==> config.mk <==
export PLATFORM = sky130hd
export DESIGN_NAME = dadc_port
export DESIGN_NICKNAME = d
export VERILOG_FILES = /design/src/dadc_pkg.sv /design/src/dadc_port.sv
export SDC_FILE = /design/constraint.sdc
export NUM_CORES = 1
export LEC_CHECK = 0
export ABC_AREA = 1
export BUFFER_PORTS_ARGS = -buffer_cell sky130_fd_sc_hd__buf_2
export CELL_PAD_IN_SITES_DETAIL_PLACEMENT = 0
export CELL_PAD_IN_SITES_GLOBAL_PLACEMENT = 1
export CORE_AREA = 3 3 141 171
export DETAILED_ROUTE_END_ITERATION = 16
export DIE_AREA = 0 0 144 174
export HOLD_SLACK_MARGIN = 0.1
export MAX_ROUTING_LAYER = met4
export PLACE_DENSITY_LB_ADDON = 0.1
export SYNTH_ARGS = -nofsm -noshare
export SYNTH_HDL_FRONTEND = slang
export SYNTH_SLANG_ARGS = --single-unit
==> constraint.sdc <==
create_clock -name ref_clk_i -period 3.2 [get_ports ref_clk_i]
set_input_delay 0.16 -clock ref_clk_i [delete_from_list [all_inputs] [get_ports ref_clk_i]]
set_output_delay 0.16 -clock ref_clk_i [all_outputs]
set_load 0.03 [all_outputs]
==> src/dadc_pkg.sv <==
package dadc_pkg;

	// Converter geometry
	localparam int unsigned WORD_W      = 12;
	localparam int unsigned PIPE_STAGES = 6;
	localparam int unsigned BUF_DEPTH   = 2;
	localparam int unsigned BUF_W       = 2 * WORD_W;

	// Sample clock, 25 MHz
	localparam int unsigned CLK_HZ      = 25000000;
	localparam int unsigned MIN_RATE_SPS = 66000000;

	// Register offsets (byte addresses)
	localparam logic [7:0] OFS_CTRL     = 8'h00;
	localparam logic [7:0] OFS_STATUS   = 8'h04;
	localparam logic [7:0] OFS_MISSED   = 8'h08;

	// Control fields
	localparam int unsigned CTRL_RUN_BIT = 0;
	localparam int unsigned CTRL_CLR_BIT = 1;
	localparam logic        CTRL_RUN_RST = 1'b1;

	// Status fields
	localparam int unsigned ST_ASLEEP_BIT = 0;
	localparam int unsigned ST_TWOS_BIT   = 1;
	localparam int unsigned ST_EXTREF_BIT = 2;
	localparam int unsigned ST_VALID_BIT  = 3;
	localparam int unsigned ST_FULL_BIT   = 4;

	// Missed-sample counter
	localparam int unsigned MISS_W        = 16;
	localparam logic [15:0] MISS_RST      = 16'h0000;

	// Two-flop synchroniser depth for pins
	localparam int unsigned SYNC_STAGES   = 2;

	// Operating mode
	typedef enum logic {
		DADC_ACTIVE,
		DADC_ASLEEP
	} dadc_mode_type;

endpackage : dadc_pkg

==> src/dadc_port.sv <==
`timescale 1ns/10ps
// How it works
// - Samples are taken only on the rising edge of the sample clock.
// - A sample's result appears on the output bus six clock edges later.
// - Each channel has its own 12-bit result bus.
// - One word per channel leaves every clock while the receiver keeps up.
// - A low output enable makes that channel drive its data pins.
// - A high output enable floats that channel's pins, independent of the other.
// - Sleep request high stops conversion and empties the pipeline.
// - Sleep request low keeps the converter in normal conversion.
// - Format select low gives offset binary, high gives two's complement.
// - Reference select low uses the internal reference, high an external one.
// - Result bit 0 is the LSB and bit 11 the MSB on both buses.
module dadc_port (
	// Clock and reset
	input  wire logic                      ref_clk_i,
	input  wire logic                      nrst_i,
	// Converter core samples, same clock, offset binary
	input  wire logic [dadc_pkg::WORD_W-1:0] chan_a_sample_i,
	input  wire logic [dadc_pkg::WORD_W-1:0] chan_b_sample_i,
	output logic                           core_ready_o,
	// Control pins
	input  wire logic                      chan_a_output_enable_n_i,
	input  wire logic                      chan_b_output_enable_n_i,
	input  wire logic                      sleep_request_i,
	input  wire logic                      number_format_select_i,
	input  wire logic                      reference_source_select_i,
	output logic                           reference_internal_en_o,
	// Result buses
	output logic [dadc_pkg::WORD_W-1:0]    chan_a_result_bus_o,
	output logic [dadc_pkg::WORD_W-1:0]    chan_a_result_oe_o,
	output logic [dadc_pkg::WORD_W-1:0]    chan_b_result_bus_o,
	output logic [dadc_pkg::WORD_W-1:0]    chan_b_result_oe_o,
	output logic                           result_valid_o,
	input  wire logic                      result_ready_i,
	// APB slave
	input  wire logic                      psel,
	input  wire logic                      penable,
	input  wire logic                      pwrite,
	input  wire logic [7:0]                paddr,
	input  wire logic [31:0]               pwdata,
	output logic [31:0]                    prdata,
	output logic                           pready,
	output logic                           pslverr
);

	localparam int unsigned W  = dadc_pkg::WORD_W;
	localparam int unsigned NS = dadc_pkg::PIPE_STAGES;
	localparam int unsigned SS = dadc_pkg::SYNC_STAGES;

	logic [SS-1:0]          oe_a_sync;
	logic [SS-1:0]          oe_b_sync;
	logic [SS-1:0]          sleep_sync;
	logic [SS-1:0]          fmt_sync;
	logic [SS-1:0]          ref_sync;
	dadc_pkg::dadc_mode_type mode;
	logic                   run_en;
	logic                   clr_req;
	logic [dadc_pkg::MISS_W-1:0] missed;
	logic                   pipe_adv;
	logic                   buf_in_ready;
	logic                   buf_take;
	logic [NS-1:0]          stage_vld;
	logic [W-1:0]           stage_a [NS];
	logic [W-1:0]           stage_b [NS];
	logic [W-1:0]           cap_a;
	logic [W-1:0]           cap_b;
	logic [dadc_pkg::BUF_W-1:0] buf_mem [dadc_pkg::BUF_DEPTH];
	logic                   wr_ptr;
	logic                   rd_ptr;
	logic [1:0]             buf_count;
	logic                   apb_setup;
	logic                   apb_write;
	logic                   addr_ok;
	logic [31:0]            next_rdata;

	// Pin synchronisers; only the last flop is read
	always_ff @(posedge ref_clk_i or negedge nrst_i)
	begin
		if (!nrst_i)
		begin
			oe_a_sync  <= '1;
			oe_b_sync  <= '1;
			sleep_sync <= '0;
			fmt_sync   <= '0;
			ref_sync   <= '0;
		end
		else
		begin
			oe_a_sync  <= {oe_a_sync[0], chan_a_output_enable_n_i};
			oe_b_sync  <= {oe_b_sync[0], chan_b_output_enable_n_i};
			sleep_sync <= {sleep_sync[0], sleep_request_i};
			fmt_sync   <= {fmt_sync[0], number_format_select_i};
			ref_sync   <= {ref_sync[0], reference_source_select_i};
		end
	end

	// Operating mode follows the sleep pin
	always_ff @(posedge ref_clk_i or negedge nrst_i)
	begin
		if (!nrst_i)
			mode <= dadc_pkg::DADC_ACTIVE;
		else if (sleep_sync[SS-1])
			mode <= dadc_pkg::DADC_ASLEEP;
		else
			mode <= dadc_pkg::DADC_ACTIVE;
	end

	// Internal reference off when an external one is chosen
	assign reference_internal_en_o = !ref_sync[SS-1];

	// Pipeline moves only when the buffer has room, so no word is lost
	assign buf_in_ready = (buf_count != 2'd2);
	assign pipe_adv     = buf_in_ready;
	assign core_ready_o = buf_in_ready && run_en && (mode == dadc_pkg::DADC_ACTIVE);

	// Format conversion at capture: flipping the MSB gives two's complement
	assign cap_a = {chan_a_sample_i[W-1] ^ fmt_sync[SS-1], chan_a_sample_i[W-2:0]};
	assign cap_b = {chan_b_sample_i[W-1] ^ fmt_sync[SS-1], chan_b_sample_i[W-2:0]};

	// First stage: capture on the rising edge only
	always_ff @(posedge ref_clk_i or negedge nrst_i)
	begin
		if (!nrst_i)
		begin
			stage_vld[0] <= 1'b0;
			stage_a[0]   <= '0;
			stage_b[0]   <= '0;
		end
		else if (mode == dadc_pkg::DADC_ASLEEP)
			stage_vld[0] <= 1'b0;
		else if (pipe_adv)
		begin
			stage_vld[0] <= run_en;
			stage_a[0]   <= cap_a;
			stage_b[0]   <= cap_b;
		end
	end

	// Remaining delay stages, fixed length for a constant latency
	genvar gi;
	generate
		for (gi = 1; gi < NS; gi++)
		begin : g_stage
			always_ff @(posedge ref_clk_i or negedge nrst_i)
			begin
				if (!nrst_i)
				begin
					stage_vld[gi] <= 1'b0;
					stage_a[gi]   <= '0;
					stage_b[gi]   <= '0;
				end
				else if (mode == dadc_pkg::DADC_ASLEEP)
					stage_vld[gi] <= 1'b0;
				else if (pipe_adv)
				begin
					stage_vld[gi] <= stage_vld[gi-1];
					stage_a[gi]   <= stage_a[gi-1];
					stage_b[gi]   <= stage_b[gi-1];
				end
			end
		end
	endgenerate

	// Two-entry output buffer absorbs receiver stalls
	assign buf_take = result_valid_o && result_ready_i;

	always_ff @(posedge ref_clk_i or negedge nrst_i)
	begin
		if (!nrst_i)
		begin
			wr_ptr     <= 1'b0;
			rd_ptr     <= 1'b0;
			buf_count  <= 2'd0;
			buf_mem[0] <= '0;
			buf_mem[1] <= '0;
		end
		else
		begin
			if (stage_vld[NS-1] && buf_in_ready)
			begin
				buf_mem[wr_ptr] <= {stage_b[NS-1], stage_a[NS-1]};
				wr_ptr          <= !wr_ptr;
			end
			if (buf_take)
				rd_ptr <= !rd_ptr;
			buf_count <= buf_count + 2'(stage_vld[NS-1] && buf_in_ready) - 2'(buf_take);
		end
	end

	// Head entry drives both buses, LSB on bit 0
	assign result_valid_o      = (buf_count != 2'd0);
	assign chan_a_result_bus_o = buf_mem[rd_ptr][W-1:0];
	assign chan_b_result_bus_o = buf_mem[rd_ptr][2*W-1:W];

	// Per-channel pin drive enables
	assign chan_a_result_oe_o = {W{!oe_a_sync[SS-1]}};
	assign chan_b_result_oe_o = {W{!oe_b_sync[SS-1]}};

	// APB decode; zero wait states, data latched in the setup cycle
	assign apb_setup = psel && !penable;
	assign apb_write = psel && penable && pwrite;
	assign addr_ok   = (paddr == dadc_pkg::OFS_CTRL) || (paddr == dadc_pkg::OFS_STATUS)
	                || (paddr == dadc_pkg::OFS_MISSED);
	assign pready    = 1'b1;

	always_comb
	begin
		next_rdata = 32'h0000_0000;
		unique case (paddr)
			dadc_pkg::OFS_CTRL:
				next_rdata[dadc_pkg::CTRL_RUN_BIT] = run_en;
			dadc_pkg::OFS_STATUS:
			begin
				next_rdata[dadc_pkg::ST_ASLEEP_BIT] = (mode == dadc_pkg::DADC_ASLEEP);
				next_rdata[dadc_pkg::ST_TWOS_BIT]   = fmt_sync[SS-1];
				next_rdata[dadc_pkg::ST_EXTREF_BIT] = ref_sync[SS-1];
				next_rdata[dadc_pkg::ST_VALID_BIT]  = result_valid_o;
				next_rdata[dadc_pkg::ST_FULL_BIT]   = !buf_in_ready;
			end
			dadc_pkg::OFS_MISSED:
				next_rdata[dadc_pkg::MISS_W-1:0] = missed;
			default:
				next_rdata = 32'h0000_0000;
		endcase
	end

	// Read data and error answer registered at setup
	always_ff @(posedge ref_clk_i or negedge nrst_i)
	begin
		if (!nrst_i)
		begin
			prdata  <= 32'h0000_0000;
			pslverr <= 1'b0;
		end
		else if (apb_setup)
		begin
			prdata  <= pwrite ? 32'h0000_0000 : next_rdata;
			pslverr <= !addr_ok;
		end
	end

	// Control register; clear bit is a one-cycle pulse
	always_ff @(posedge ref_clk_i or negedge nrst_i)
	begin
		if (!nrst_i)
		begin
			run_en  <= dadc_pkg::CTRL_RUN_RST;
			clr_req <= 1'b0;
		end
		else
		begin
			clr_req <= apb_write && (paddr == dadc_pkg::OFS_CTRL) && pwdata[dadc_pkg::CTRL_CLR_BIT];
			if (apb_write && (paddr == dadc_pkg::OFS_CTRL))
				run_en <= pwdata[dadc_pkg::CTRL_RUN_BIT];
		end
	end

	// Samples refused by a full buffer; a new miss beats a clear
	always_ff @(posedge ref_clk_i or negedge nrst_i)
	begin
		if (!nrst_i)
			missed <= dadc_pkg::MISS_RST;
		else if (run_en && mode == dadc_pkg::DADC_ACTIVE && !buf_in_ready)
			missed <= clr_req ? 16'h0001 : (missed == 16'hffff ? missed : missed + 16'h0001);
		else if (clr_req)
			missed <= dadc_pkg::MISS_RST;
	end

	// Checks; a wake may raise core ready one edge after sleep, so sleep is checked same edge
	chk_capture_edge: assert property (@(posedge ref_clk_i) disable iff (!nrst_i)
		(mode == dadc_pkg::DADC_ACTIVE && run_en && pipe_adv) |=> stage_vld[0])
		else $error("capture missed on rising edge");

	chk_fixed_latency: assert property (@(posedge ref_clk_i) disable iff (!nrst_i)
		(pipe_adv && mode == dadc_pkg::DADC_ACTIVE)[*6]
		|=> stage_a[5] == $past(stage_a[0], 5))
		else $error("pipeline delay wrong");

	chk_bus_hold: assert property (@(posedge ref_clk_i) disable iff (!nrst_i)
		(result_valid_o && !result_ready_i) |=>
		($stable(chan_a_result_bus_o) && $stable(chan_b_result_bus_o)))
		else $error("result changed during stall");

	chk_full_rate: assert property (@(posedge ref_clk_i) disable iff (!nrst_i)
		(stage_vld[5] && result_ready_i && mode == dadc_pkg::DADC_ACTIVE)
		|=> result_valid_o)
		else $error("word not delivered");

	chk_drive_low: assert property (@(posedge ref_clk_i) disable iff (!nrst_i)
		(!chan_a_output_enable_n_i)[*3] |-> chan_a_result_oe_o == '1)
		else $error("channel a not driving");

	chk_drive_chan_b: assert property (@(posedge ref_clk_i) disable iff (!nrst_i)
		(!chan_b_output_enable_n_i)[*3] |-> chan_b_result_oe_o == '1)
		else $error("channel b not driving");

	chk_float_high: assert property (@(posedge ref_clk_i) disable iff (!nrst_i)
		(chan_b_output_enable_n_i && !chan_a_output_enable_n_i)[*3]
		|-> (chan_b_result_oe_o == '0 && chan_a_result_oe_o == '1))
		else $error("enables not independent");

	chk_sleep_stop: assert property (@(posedge ref_clk_i) disable iff (!nrst_i)
		(mode == dadc_pkg::DADC_ASLEEP) |-> (!core_ready_o ##1 (stage_vld == '0)))
		else $error("conversion while asleep");

	chk_active_mode: assert property (@(posedge ref_clk_i) disable iff (!nrst_i)
		(!sleep_request_i)[*3] |=> mode == dadc_pkg::DADC_ACTIVE)
		else $error("not active");

	chk_format_msb: assert property (@(posedge ref_clk_i) disable iff (!nrst_i)
		(mode == dadc_pkg::DADC_ACTIVE && pipe_adv) |=>
		stage_a[0][W-1] == ($past(chan_a_sample_i[W-1]) ^ $past(fmt_sync[SS-1])))
		else $error("format wrong");

	chk_ref_select: assert property (@(posedge ref_clk_i) disable iff (!nrst_i)
		reference_source_select_i[*3] |-> !reference_internal_en_o)
		else $error("internal reference left on");

	chk_ref_internal: assert property (@(posedge ref_clk_i) disable iff (!nrst_i)
		(!reference_source_select_i)[*3] |-> reference_internal_en_o)
		else $error("internal reference not on");

	chk_bit_order: assert property (@(posedge ref_clk_i) disable iff (!nrst_i)
		(buf_count == 2'd0 && stage_vld[5] && mode == dadc_pkg::DADC_ACTIVE)
		|=> (chan_a_result_bus_o == $past(stage_a[5])
		&& chan_b_result_bus_o == $past(stage_b[5])))
		else $error("bus bit order wrong");

	// Main scenarios worth seeing at least once
	cov_stream: cover property (@(posedge ref_clk_i) disable iff (!nrst_i)
		buf_take [*4]);
	cov_stall_full: cover property (@(posedge ref_clk_i) disable iff (!nrst_i)
		buf_count == 2'd2);
	cov_sleep_wake: cover property (@(posedge ref_clk_i) disable iff (!nrst_i)
		mode == dadc_pkg::DADC_ASLEEP ##1 mode == dadc_pkg::DADC_ACTIVE);
	cov_twos_stream: cover property (@(posedge ref_clk_i) disable iff (!nrst_i)
		fmt_sync[SS-1] && buf_take);
	cov_a_floating: cover property (@(posedge ref_clk_i) disable iff (!nrst_i)
		chan_a_result_oe_o == '0 && chan_b_result_oe_o == '1);

endmodule : dadc_port

# Word-level counts from Yosys, hierarchy flattened
# Index checks and enable logic that the tools add are counted.
[word_totals]
ff_bits = 264
inputBits = 75
out_inout_bits = 85
wordCells = 105
[classes]
addsub = 3
eq_ne = 5
magnitude_cmp = 3
n_mux = 27
reduce_logical = 28
bitwise = 5
[op_table]
columns = ["operator", "n"]
rows = [
  ["$mux 24", 4],
  ["$mux 16", 5],
  ["$bwmux 48", 1],
  ["$demux 24 s1", 1],
  ["$add 16x1->16 const B", 1],
  ["$eq 16x16->1 const B", 1],
  ["$mux 1", 13],
  ["$logic_and 1x1->1", 12],
  ["$mux 11", 1],
  ["$eq 8x3->1 const B", 1],
  ["$eq 8x4->1 const B", 1],
  ["$logic_not 1->1", 8],
  ["$logic_not 8->1", 1],
  ["$pmux 4 s2", 1],
  ["$reduce_bool 2->1", 3],
  ["$ge 2x2->1 const B", 2],
  ["$ne 2x2->1 const B", 2],
  ["$not 1->2", 2],
  ["$reduce_and 2->1", 2],
  ["$pmux 1 s3", 1],
  ["$add 2x1->2", 1],
  ["$logic_or 1x1->1", 2],
  ["$lt 2x1->1 const B", 1],
  ["$sub 2x1->2", 1],
  ["2 further kinds", 3],
]

# Longest topological paths before layout
# Gate-level depths: netlist of the first run.
[logic_depth]
ltp_word = 6
ltp_mapped = 11
depth_no_buf = 11

# Worst setup path before layout of the first run
# Ideal clock, no wire load.
[synth_path]
path_kind = "flip-flop to output port"
start = "reg buf_count[1]"
end = "out core_ready_o"
t_arrival_ns = 1.478
t_required_ns = 3.040
path_buffers = 2
path_slack_ns = 1.562
path_stages_with_launch = 8
path_cell_list = "dfrtp_1 nand2_1 inv_1 nor2_2 inv_1 buf_2 buf_2 nor2_1"
[synth_between]
elab_chain_cells = 3
[synth_rtl]
columns = ["item", "line", "text"]
rows = [
  ["start: declaration", "dadc_port.sv:71", "logic [1:0] buf_count;"],
  ["start signal: assignment", "dadc_port.sv:187", "buf_count <= buf_count + 2'(stage_vld[NS-1] && buf_in_ready) - 2'(buf_take);"],
  ["$ne 2x2->1", "dadc_port.sv:113", "assign buf_in_ready = (buf_count != 2'd2);"],
  ["$logic_and 1x1->1 (2 in a row)", "dadc_port.sv:115", "assign core_ready_o = buf_in_ready && run_en && (mode == dadc_pkg::DADC_ACTIVE);"],
  ["end: declaration", "dadc_port.sv:21", "output logic core_ready_o,"],
]
# No other way between the ends.

# Final worst setup path of the first run
[layout_path]
start = "reg buf_count[0]"
end = "out core_ready_o"
# The elaborated chain is that of the path after synthesis.

==> impl_metrics.csv, run 1 <==
group,metric,value,unit
run_status,status,"completed",
global_route,grt_pass1_wl,33900,microns
setup_path,end_kind,"output pin",
synthesis,yosysWarningCount,0,
synthesis,syn_area_per_cell,8.84,sq um
sta,fmax,466,MHz
routing,antenna_left,0,
sta,skew,0.00973,ns
floorplan,die-area,25100,sq um
sta,slew_headroom,44.8,%
setup_path,cp_slowest_cell,"inv_4",
pwr,power.total,8680,uW
setup_path,crit_top_cell,"inv_1",
synthesis,syn_area,10300,sq um
routing,drc,0,
pwr,p_per_area,720,nW/um^2
setup_path,r2r_slack,1.32,ns
hold_path,min_path_type,"input pin to register",
routing,dr.pass1.iters,5,
finish,finalInstanceArea,12100,sq um
finish,layout_common_cells,"nand2_1 (492), dfrtp_1 (243), o21ai_0 (131)",
floorplan,initial_core_util,46.0,%
global_route,grtUsageTotal,16.4,%
routing,wl,19700,microns
global_route,grt_antenna_before_repair,0,
clock_tree,ctsResizeCount,0,
clock_tree,clock-root-buffer,"clkbuf_16",
sta,finalCriticalPeriod,2.15,ns
clock_tree,htree_levels,1,
floorplan,ios,160,
sta,finalCritPeriodShare,67.1,%
sta,slew_violations,0,
setup_path,path_cells,"inv_1 > nand2_1 > inv_1 > nor2_4 > inv_4 > nor2_1 > buf_2",
floorplan,coreArea,22400,sq um
routing,wl_per_cell,12.5,microns
floorplan,die_w,144,microns
clock_tree,clk-insertion-delay-late,0.51,ns
clock_tree,clock_sinks,248,
finish,antennaDiodeCount,0,
setup_path,crit_required,3.04,ns
floorplan,dieHeight,174,microns
clock_tree,cts_hold_buffers,38,
synthesis,syn_inst,1168,
finish,mostFrequentLayoutCell,"nand2_1",
clock_tree,post_cts_buffers,0,
sta,worst_pin_slew,0.828,ns
global_route,grt_pass1_vias,6989,
sta,setup_violations,0,
finish,final_cells,1574,
synthesis,ys_seq_area_share,60.2,%
sta,hold_viol,0,
pwr,leakagePower,0.00622,uW
routing,vias,7269,
place,gp_congestion,0.857,
synthesis,synth.distinct_cells,31,
setup_path,startpoint_type,"register",
sta,fin_tns_setup,0,ns
floorplan,row_count,60,
setup_path,critPathKind,"register to output pin",
sta,holdWs,0.164,ns
finish,final_nets,1355,
routing,drt_iter0_drc,398,
finish,area_growth,16.8,%
run,max_cap_violations,0,
global_route,grt_max_degree,167,
setup_path,critPathArrivalTime,1.99,ns
sta,grt_setup_unrepaired,"no",
finish,drive_gt1_share,14.9,%
place,post-dp-hpwl,12000,microns
place,port_buffers,112,
clock_tree,cts_tree,"built",
synthesis,ys_ff_latch,248,
pwr,vdd_drop_max,394,uV
clock_tree,cts_buffer_depth,3,
setup_path,crit_fanout,56,
place,placed_cells,1491,
routing,vias_per_cell,4.62,
setup_path,critical_path.max_stage_delay,0.41,ns
clock_tree,numCtsBuffers,25,
clock_tree,clk_pin_slew,0.06,ns
global_route,overflow,0,
place,postPlaceCellArea,10900,sq um
==> per-layer routing <==
metal	vias to the layer above	GRT usage, %	wire [microns]
met5	-	-	0
met4	0	3.85	308
met3	21	2.59	813
met2	122	24.4	8580
met1	3303	24.0	9980
li1	3823	-	-
==> per-stage QoR <==
stage | worst slack, ns | utilization (%)
finish | 1.05 | 53.7
global route | 0.831 | 53.7
CTS | 0.960 | 53.7
detailed placement | 1.31 | 48.5
global placement | 1.33 | 48.5
floorplan | 1.56 | -
==> layout make-up <==
class	instances	area, sq um
Timing Repair Buffer	159	1070
Clock inverter	7	63.8
Sequential cell	248	6210
Clock buffer	38	734
Inverter	95	359
Multi-Input combinational cell	748	3270
Fill cell	2144	10400
Tap cell	279	349
==> cell families (layout without fill, tap and decap cells) <==
kind of cell | count (synthesis) | after routing | share of synthesized area (%)
AND/OR/NAND/NOR | 562 | 562 | 21.6
flip-flops | 248 | 248 | 60.2
buffers and inverters | 187 | 299 | 8.77
AO/OA/AOI/OAI | 158 | 158 | 8.35
XOR/XNOR | 8 | 8 | 0.679
adder cells (fa/ha/maj) | 3 | 3 | 0.364
other | 2 | 17 | 0.0727
==> power by group <==
part / switching [uW] / leakage [uW] / internal [uW]
Sequential: 329 / 0.00326 / 3900
Combinational: 1110 / 0.00257 / 520
Clock: 1170 / 0.000398 / 1660
Total: 2600 / 0.00622 / 6080
==> final timing paths <==
check	start	depth (start not counted)	endpoint
max in group asynchronous	nrst_i	3	oe_b_sync[0]
hold / removal	pwrite	3	prdata[9]
min in group asynchronous	nrst_i	2	prdata[10]
setup reg to reg	buf_count[0]	8	stage_a[28]
hold reg to reg	sleep_sync[0]	0	sleep_sync[1]
setup / recovery	buf_count[0]	7	core_ready_o
==> worst max-delay path, delay by kind of cell, from the launching register on <==
kind                   cells  cell delay, ns
AND/OR/NAND/NOR            3            0.24
buffers and inverters      4            0.84
flip-flops                 1            0.38
==> synth_stat cells, drive strengths merged <==
library cell	count	share of area, %
a211oi	1	0.073
buf	73	4.6
clkbuf	19	0.73
clkinv	2	0.073
conb	2	0.073
dfrtp	243	59
dfstp	5	1.3
ha	3	0.36
inv	93	3.4
nand2	497	18
nand3	21	1.0
nand4	12	0.73
nor2	21	0.96
nor3	5	0.29
o21ai	140	7.1
o22ai	6	0.36
o31ai	11	0.80
or2	6	0.36
xnor2	4	0.34
xor2	4	0.34
==> sequential cells by signal, summed over array words and instances, names as in the netlist <==
register,count
ref_sync,2
stage_vld,6
buf_count,2
oe_a_sync,2
oe_b_sync,2
buf_mem,48
wr_ptr,1
mode,1
missed,16
stage_b,72
prdata,16
run_en,1
pslverr,1
fmt_sync,2
stage_a,72
rd_ptr,1
sleep_sync,2
clr_req,1
No activity file was read; power rests on OpenSTA's default activity.
==> inputs of run 2 (changes only) <==
Settings changed: CORE_AREA 3 3 141 171 to 3 3 146 176, DIE_AREA 0 0 144 174 to 0 0 149 179.
Clock period 3.2 ns to 2.2 ns, I/O delays scaled along.
==> run 2 against run 1 <==
Setup slack worse by 0.86 ns. Count of clock-buffer cells in the layout is 1 lower. Sequential share of layout area is 0.65 points lower. Register-to-register slack worse by 0.86 ns. Combinational power is 47% higher. First-iteration DRC count is 5.0% lower. Core utilization is 2.9 points lower. Sequential power is 46% higher. Non-clock buffer count is 6 higher. Critical path type unchanged. Largest cell class unchanged.
==> impl_metrics.csv, run 2 (synthesis gave the netlist of run 1 again) <==
group,metric,value,unit
finish,antennaDiodeCount,0,
routing,wl,19900,microns
clock_tree,clock_sinks,248,
pwr,vdd_drop_max,666,uV
routing,drt_iter0_drc,378,
routing,vias,7299,
setup_path,crit_fanout,12,
sta,worst_slack,0.192,ns
setup_path,worst_r2r_path_depth,11,
routing,antenna_left,0,
run,max_cap_violations,0,
routing,drc,0,
sta,fin_tns_setup,0,ns
finish,area_growth,18.3,%
finish,mostFrequentLayoutCell,"nand2_1",
finish,fillers,2363,
floorplan,coreArea,24000,sq um
pwr,swShare,29.6,%
clock_tree,cts_tree,"built",
pwr,leakagePower,0.00627,uW
clock_tree,clk_pin_slew,0.06,ns
finish,layout_common_cells,"nand2_1 (492), dfrtp_1 (243), o21ai_0 (131)",
routing,wl_per_cell,12.3,microns
floorplan,initial_core_util,42.9,%
clock_tree,clock-root-buffer,"clkbuf_16",
finish,drive_gt1_share,15.4,%
floorplan,row_count,62,
sta,worst_pin_slew,0.795,ns
global_route,grtUsageTotal,15.6,%
sta,setup_violations,0,
place,port_buffers,112,
place,place_ws,0.478,ns
sta,fmax,498,MHz
floorplan,dieHeight,179,microns
global_route,grt_pass1_vias,6795,
finish,largestRegisters,"stage_a x72, stage_b x72, buf_mem x48",
pwr,p_comb_share,18.8,%
setup_path,critPathArrivalTime,1.90,ns
sta,hold_viol,0,
pwr,clkPwrFrac,32.8,%
global_route,grt_antenna_before_repair,0,
run_status,status,"completed",
setup_path,crit_required,2.09,ns
hold_path,min_path_type,"input pin to async pin",
setup_path,end_kind,"output pin",
pwr,p_int,8970,uW
sta,finalCriticalPeriod,2.01,ns
sta,slew_headroom,47.0,%
routing,dr.pass1.iters,4,
setup_path,startpoint_type,"register",
global_route,grt_max_degree,167,
global_route,overflow,0,
pwr,switchingPower,3770,uW
clock_tree,clk-insertion-delay-late,0.52,ns
place,gp_congestion,0.820,
place,post-dp-hpwl,12400,microns
pwr,p_per_area,1040,nW/um^2
global_route,grt_pass1_wl,34000,microns
clock_tree,cts_buffer_depth,3,
finish,final_nets,1362,
pwr,p_seq_share,48.3,%
floorplan,ios,160,
setup_path,critPathKind,"register to output pin",
clock_tree,numCtsBuffers,26,
sta,grt_setup_unrepaired,"no",
sta,slew_violations,0,
floorplan,die_w,149,microns
floorplan,die-area,26700,sq um
routing,vias_per_cell,4.51,
sta,finalCritPeriodShare,91.3,%
sta,skew,0.00729,ns
clock_tree,htree_levels,1,
## run 2: cell count changes in the layout (fill, tap and decap cells not counted), moves of 2 or more
cell        previous run  this run
clkinvlp_4             0         2
clkbuf_16             25        27
clkbuf_1               7         5
buf_4                  5         8
buf_12                 4         6
## run 2: final timing paths
kind,from,endpoint,slack [ns]
max,buf_count[1],core_ready_o,0.19
min,nrst_i,prdata[10],0.11
max reg2reg,missed[0],missed[9],0.46
min reg2reg,fmt_sync[0],fmt_sync[1],0.35
max in group asynchronous,nrst_i,oe_a_sync[0],1.32
min in group ref_clk_i,paddr[0],prdata[0],0.12
## run 2: metrics by stage
step	std cells	total power [uW]	utilization (%)	hold WS [ns]	instance area, sq um
6_report	1620	12700	50.8	0.105	12200
3_3_place_gp	1537	8570	45.7	0.0999	11000
4_1_cts	1620	13000	50.8	0.100	12200
2_1_floorplan	1183	7960	-	-0.186	10400
3_5_place_dp	1537	8640	45.7	0.0988	11000
5_1_grt	1620	13600	50.8	0.156	12200
## run 2: layout make-up
class | instances | area [sq um] | share of cell area (%)
flip-flops and latches | 248 | 6210 | 50.9
multi-input cells | 748 | 3270 | 26.8
repair buffers | 165 | 1140 | 9.35
clock buffers | 37 | 763 | 6.25
well taps | 320 | 400 | 3.28
inverters | 95 | 362 | 2.96
clock inverters | 7 | 62.6 | 0.512
## run 2: power by group through the flow
stage	clock network, uW	registers [uW]	logic, uW
after floorplan	0	6120	1840
after global placement	0	6210	2360
after detailed placement	0	6230	2410
after CTS	4360	6160	2470
after global routing	4540	6290	2820
final	4190	6160	2400
## run 2: timing repair
item / in CTS / in global routing
buffers inserted: 0 / 0
endpoints found under the setup margin: 0 / 24
hold buffers: 39 / 0
resized for setup: 0 / 1
endpoints found under the hold margin: 291 / 0
## run 2: metal layers
layer / part of all wire [%] / track usage, %
met1: 51 / 22.6
met2: 43 / 23.4
met3: 4.5 / 2.23
met4: 1.5 / 3.55
met5: 0 / -
## run 2: worst max-delay path: stages (launching register included)
cell      delay, ns
dfrtp_1        0.40
nand2_1        0.16
inv_1          0.12
nor2_4         0.14
clkinv_2       0.22
nor2_1         0.13
buf_2          0.22
==> inputs of run 3 (changes only) <==
Settings changed: CORE_AREA 3 3 146 176 to 3 3 152 169, DIE_AREA 0 0 149 179 to 0 0 155 172, PLACE_DENSITY set to 0.9, PLACE_DENSITY_LB_ADDON 0.1 to unset.
==> run 3 against run 2 <==
Via count rose by 0.66%. Final cell count fell by 0.80%. Flip-flop and latch count did not move. Combinational power barely moved. Non-clock buffer count fell by 2. Worst hold slack got worse by 0.010 ns.
==> impl_metrics.csv, run 3 (synthesis gave the netlist of run 1 again) <==
group,metric,value,unit
floorplan,row_count,60,
pwr,vdd_drop_max,519,uV
pwr,p_per_area,1040,nW/um^2
routing,wl,19900,microns
place,port_buffers,112,
sta,hold_viol,0,
clock_tree,cts_hold_buffers,40,
sta,fin_tns_setup,0,ns
setup_path,worst_r2r_path_depth,10,
floorplan,coreArea,24200,sq um
routing,drc,0,
global_route,grt_pass1_wl,34300,microns
finish,final_nets,1359,
clock_tree,cts_buffer_depth,3,
sta,setup_violations,0,
setup_path,critPathKind,"register to output pin",
global_route,grt_antenna_before_repair,0,
run,max_cap_violations,0,
clock_tree,clock_sinks,248,
setup_path,startpoint_type,"register",
floorplan,die-area,26700,sq um
sta,finalCritPeriodShare,87.7,%
sta,fmax,518,MHz
setup_path,end_kind,"output pin",
finish,drive_gt1_share,15.0,%
setup_path,crit_fanout,8,
sta,grt_setup_unrepaired,"no",
routing,dr.pass1.iters,5,
clock_tree,post_cts_buffers,0,
clock_tree,clk_pin_slew,0.06,ns
global_route,grt_pass1_vias,6877,
setup_path,crit_required,2.09,ns
sta,skew,0.0164,ns
setup_path,critPathArrivalTime,1.82,ns
finish,layout_common_cells,"nand2_1 (492), dfrtp_1 (243), o21ai_0 (131)",
sta,worst_pin_slew,0.808,ns
clock_tree,cts_tree,"built",
finish,area_growth,17.8,%
clock_tree,htree_levels,1,
place,post-dp-hpwl,12700,microns
sta,slew_headroom,46.1,%
clock_tree,numCtsBuffers,25,
finish,largestRegisters,"stage_a x72, stage_b x72, buf_mem x48",
routing,drt_iter0_drc,501,
global_route,overflow,0,
global_route,grt_max_degree,167,
global_route,grtUsageTotal,15.5,%
run_status,status,"completed",
hold_path,min_path_type,"input pin to async pin",
floorplan,initial_core_util,42.6,%
floorplan,die_w,155,microns
routing,vias_per_cell,4.57,
sta,finalCriticalPeriod,1.93,ns
routing,vias,7347,
routing,antenna_left,0,
clock_tree,clk-insertion-delay-late,0.52,ns
clock_tree,ctsResizeCount,0,
floorplan,ios,160,
finish,antennaDiodeCount,0,
pwr,leakagePower,0.00625,uW
sta,slew_violations,0,
routing,wl_per_cell,12.4,microns
finish,mostFrequentLayoutCell,"nand2_1",
sta,holdWs,0.0950,ns
clock_tree,clock-root-buffer,"clkbuf_16",
place,gp_congestion,0.833,
floorplan,dieHeight,172,microns
## run 3: critical path, cell delays in order, from the launching register on
cell      delay (ns)
dfrtp_1         0.41
nand2_1         0.15
inv_1           0.12
nor2_4          0.14
clkinv_2        0.15
nor2_1          0.11
buf_2           0.23
## run 3: cell type report
cell class	instances	area, sq um
clock buffer	38	744
clock inverter	5	71.3
fill	2256	12100
inverter	95	358
multi-input combinational	748	3270
sequential	248	6210
tap	310	388
timing repair buffer	163	1120
## run 3: metal layers
layer	GRT usage [%]	vias up	part of all wire, %
met5	-	-	0
met4	3.99	0	1.6
met3	1.85	27	3.3
met2	23.0	114	45
met1	22.8	3387	50
li1	-	3819	-
## run 3: worst paths after layout
| kind | start | to | slack (ns) |
|---|---|---|---|
| setup / recovery | buf_count[1] | core_ready_o | 0.27 |
| hold reg to reg | fmt_sync[0] | fmt_sync[1] | 0.35 |
| max in group asynchronous | nrst_i | run_en | 1.33 |
| min in group ref_clk_i | penable | prdata[2] | 0.13 |
| hold / removal | nrst_i | buf_mem[17] | 0.09 |
| setup reg to reg | buf_count[0] | missed[9] | 0.44 |
## run 3: power breakdown
group,switching (uW),internal (uW),total (uW)
sequential,482,5670,6160
clock,1660,2450,4110
combinational,1610,771,2380
## run 3: metrics by stage
step	cell area (sq um)	power, uW	util, %	worst slack, ns	std cells
2_1_floorplan	10400	7960	-	0.569	1183
3_3_place_gp	10900	8490	45.1	0.504	1524
3_5_place_dp	10900	8600	45.1	0.492	1524
4_1_cts	12200	12800	50.1	0.253	1607
5_1_grt	12200	13500	50.1	0.152	1607
6_report	12200	12700	50.1	0.270	1607
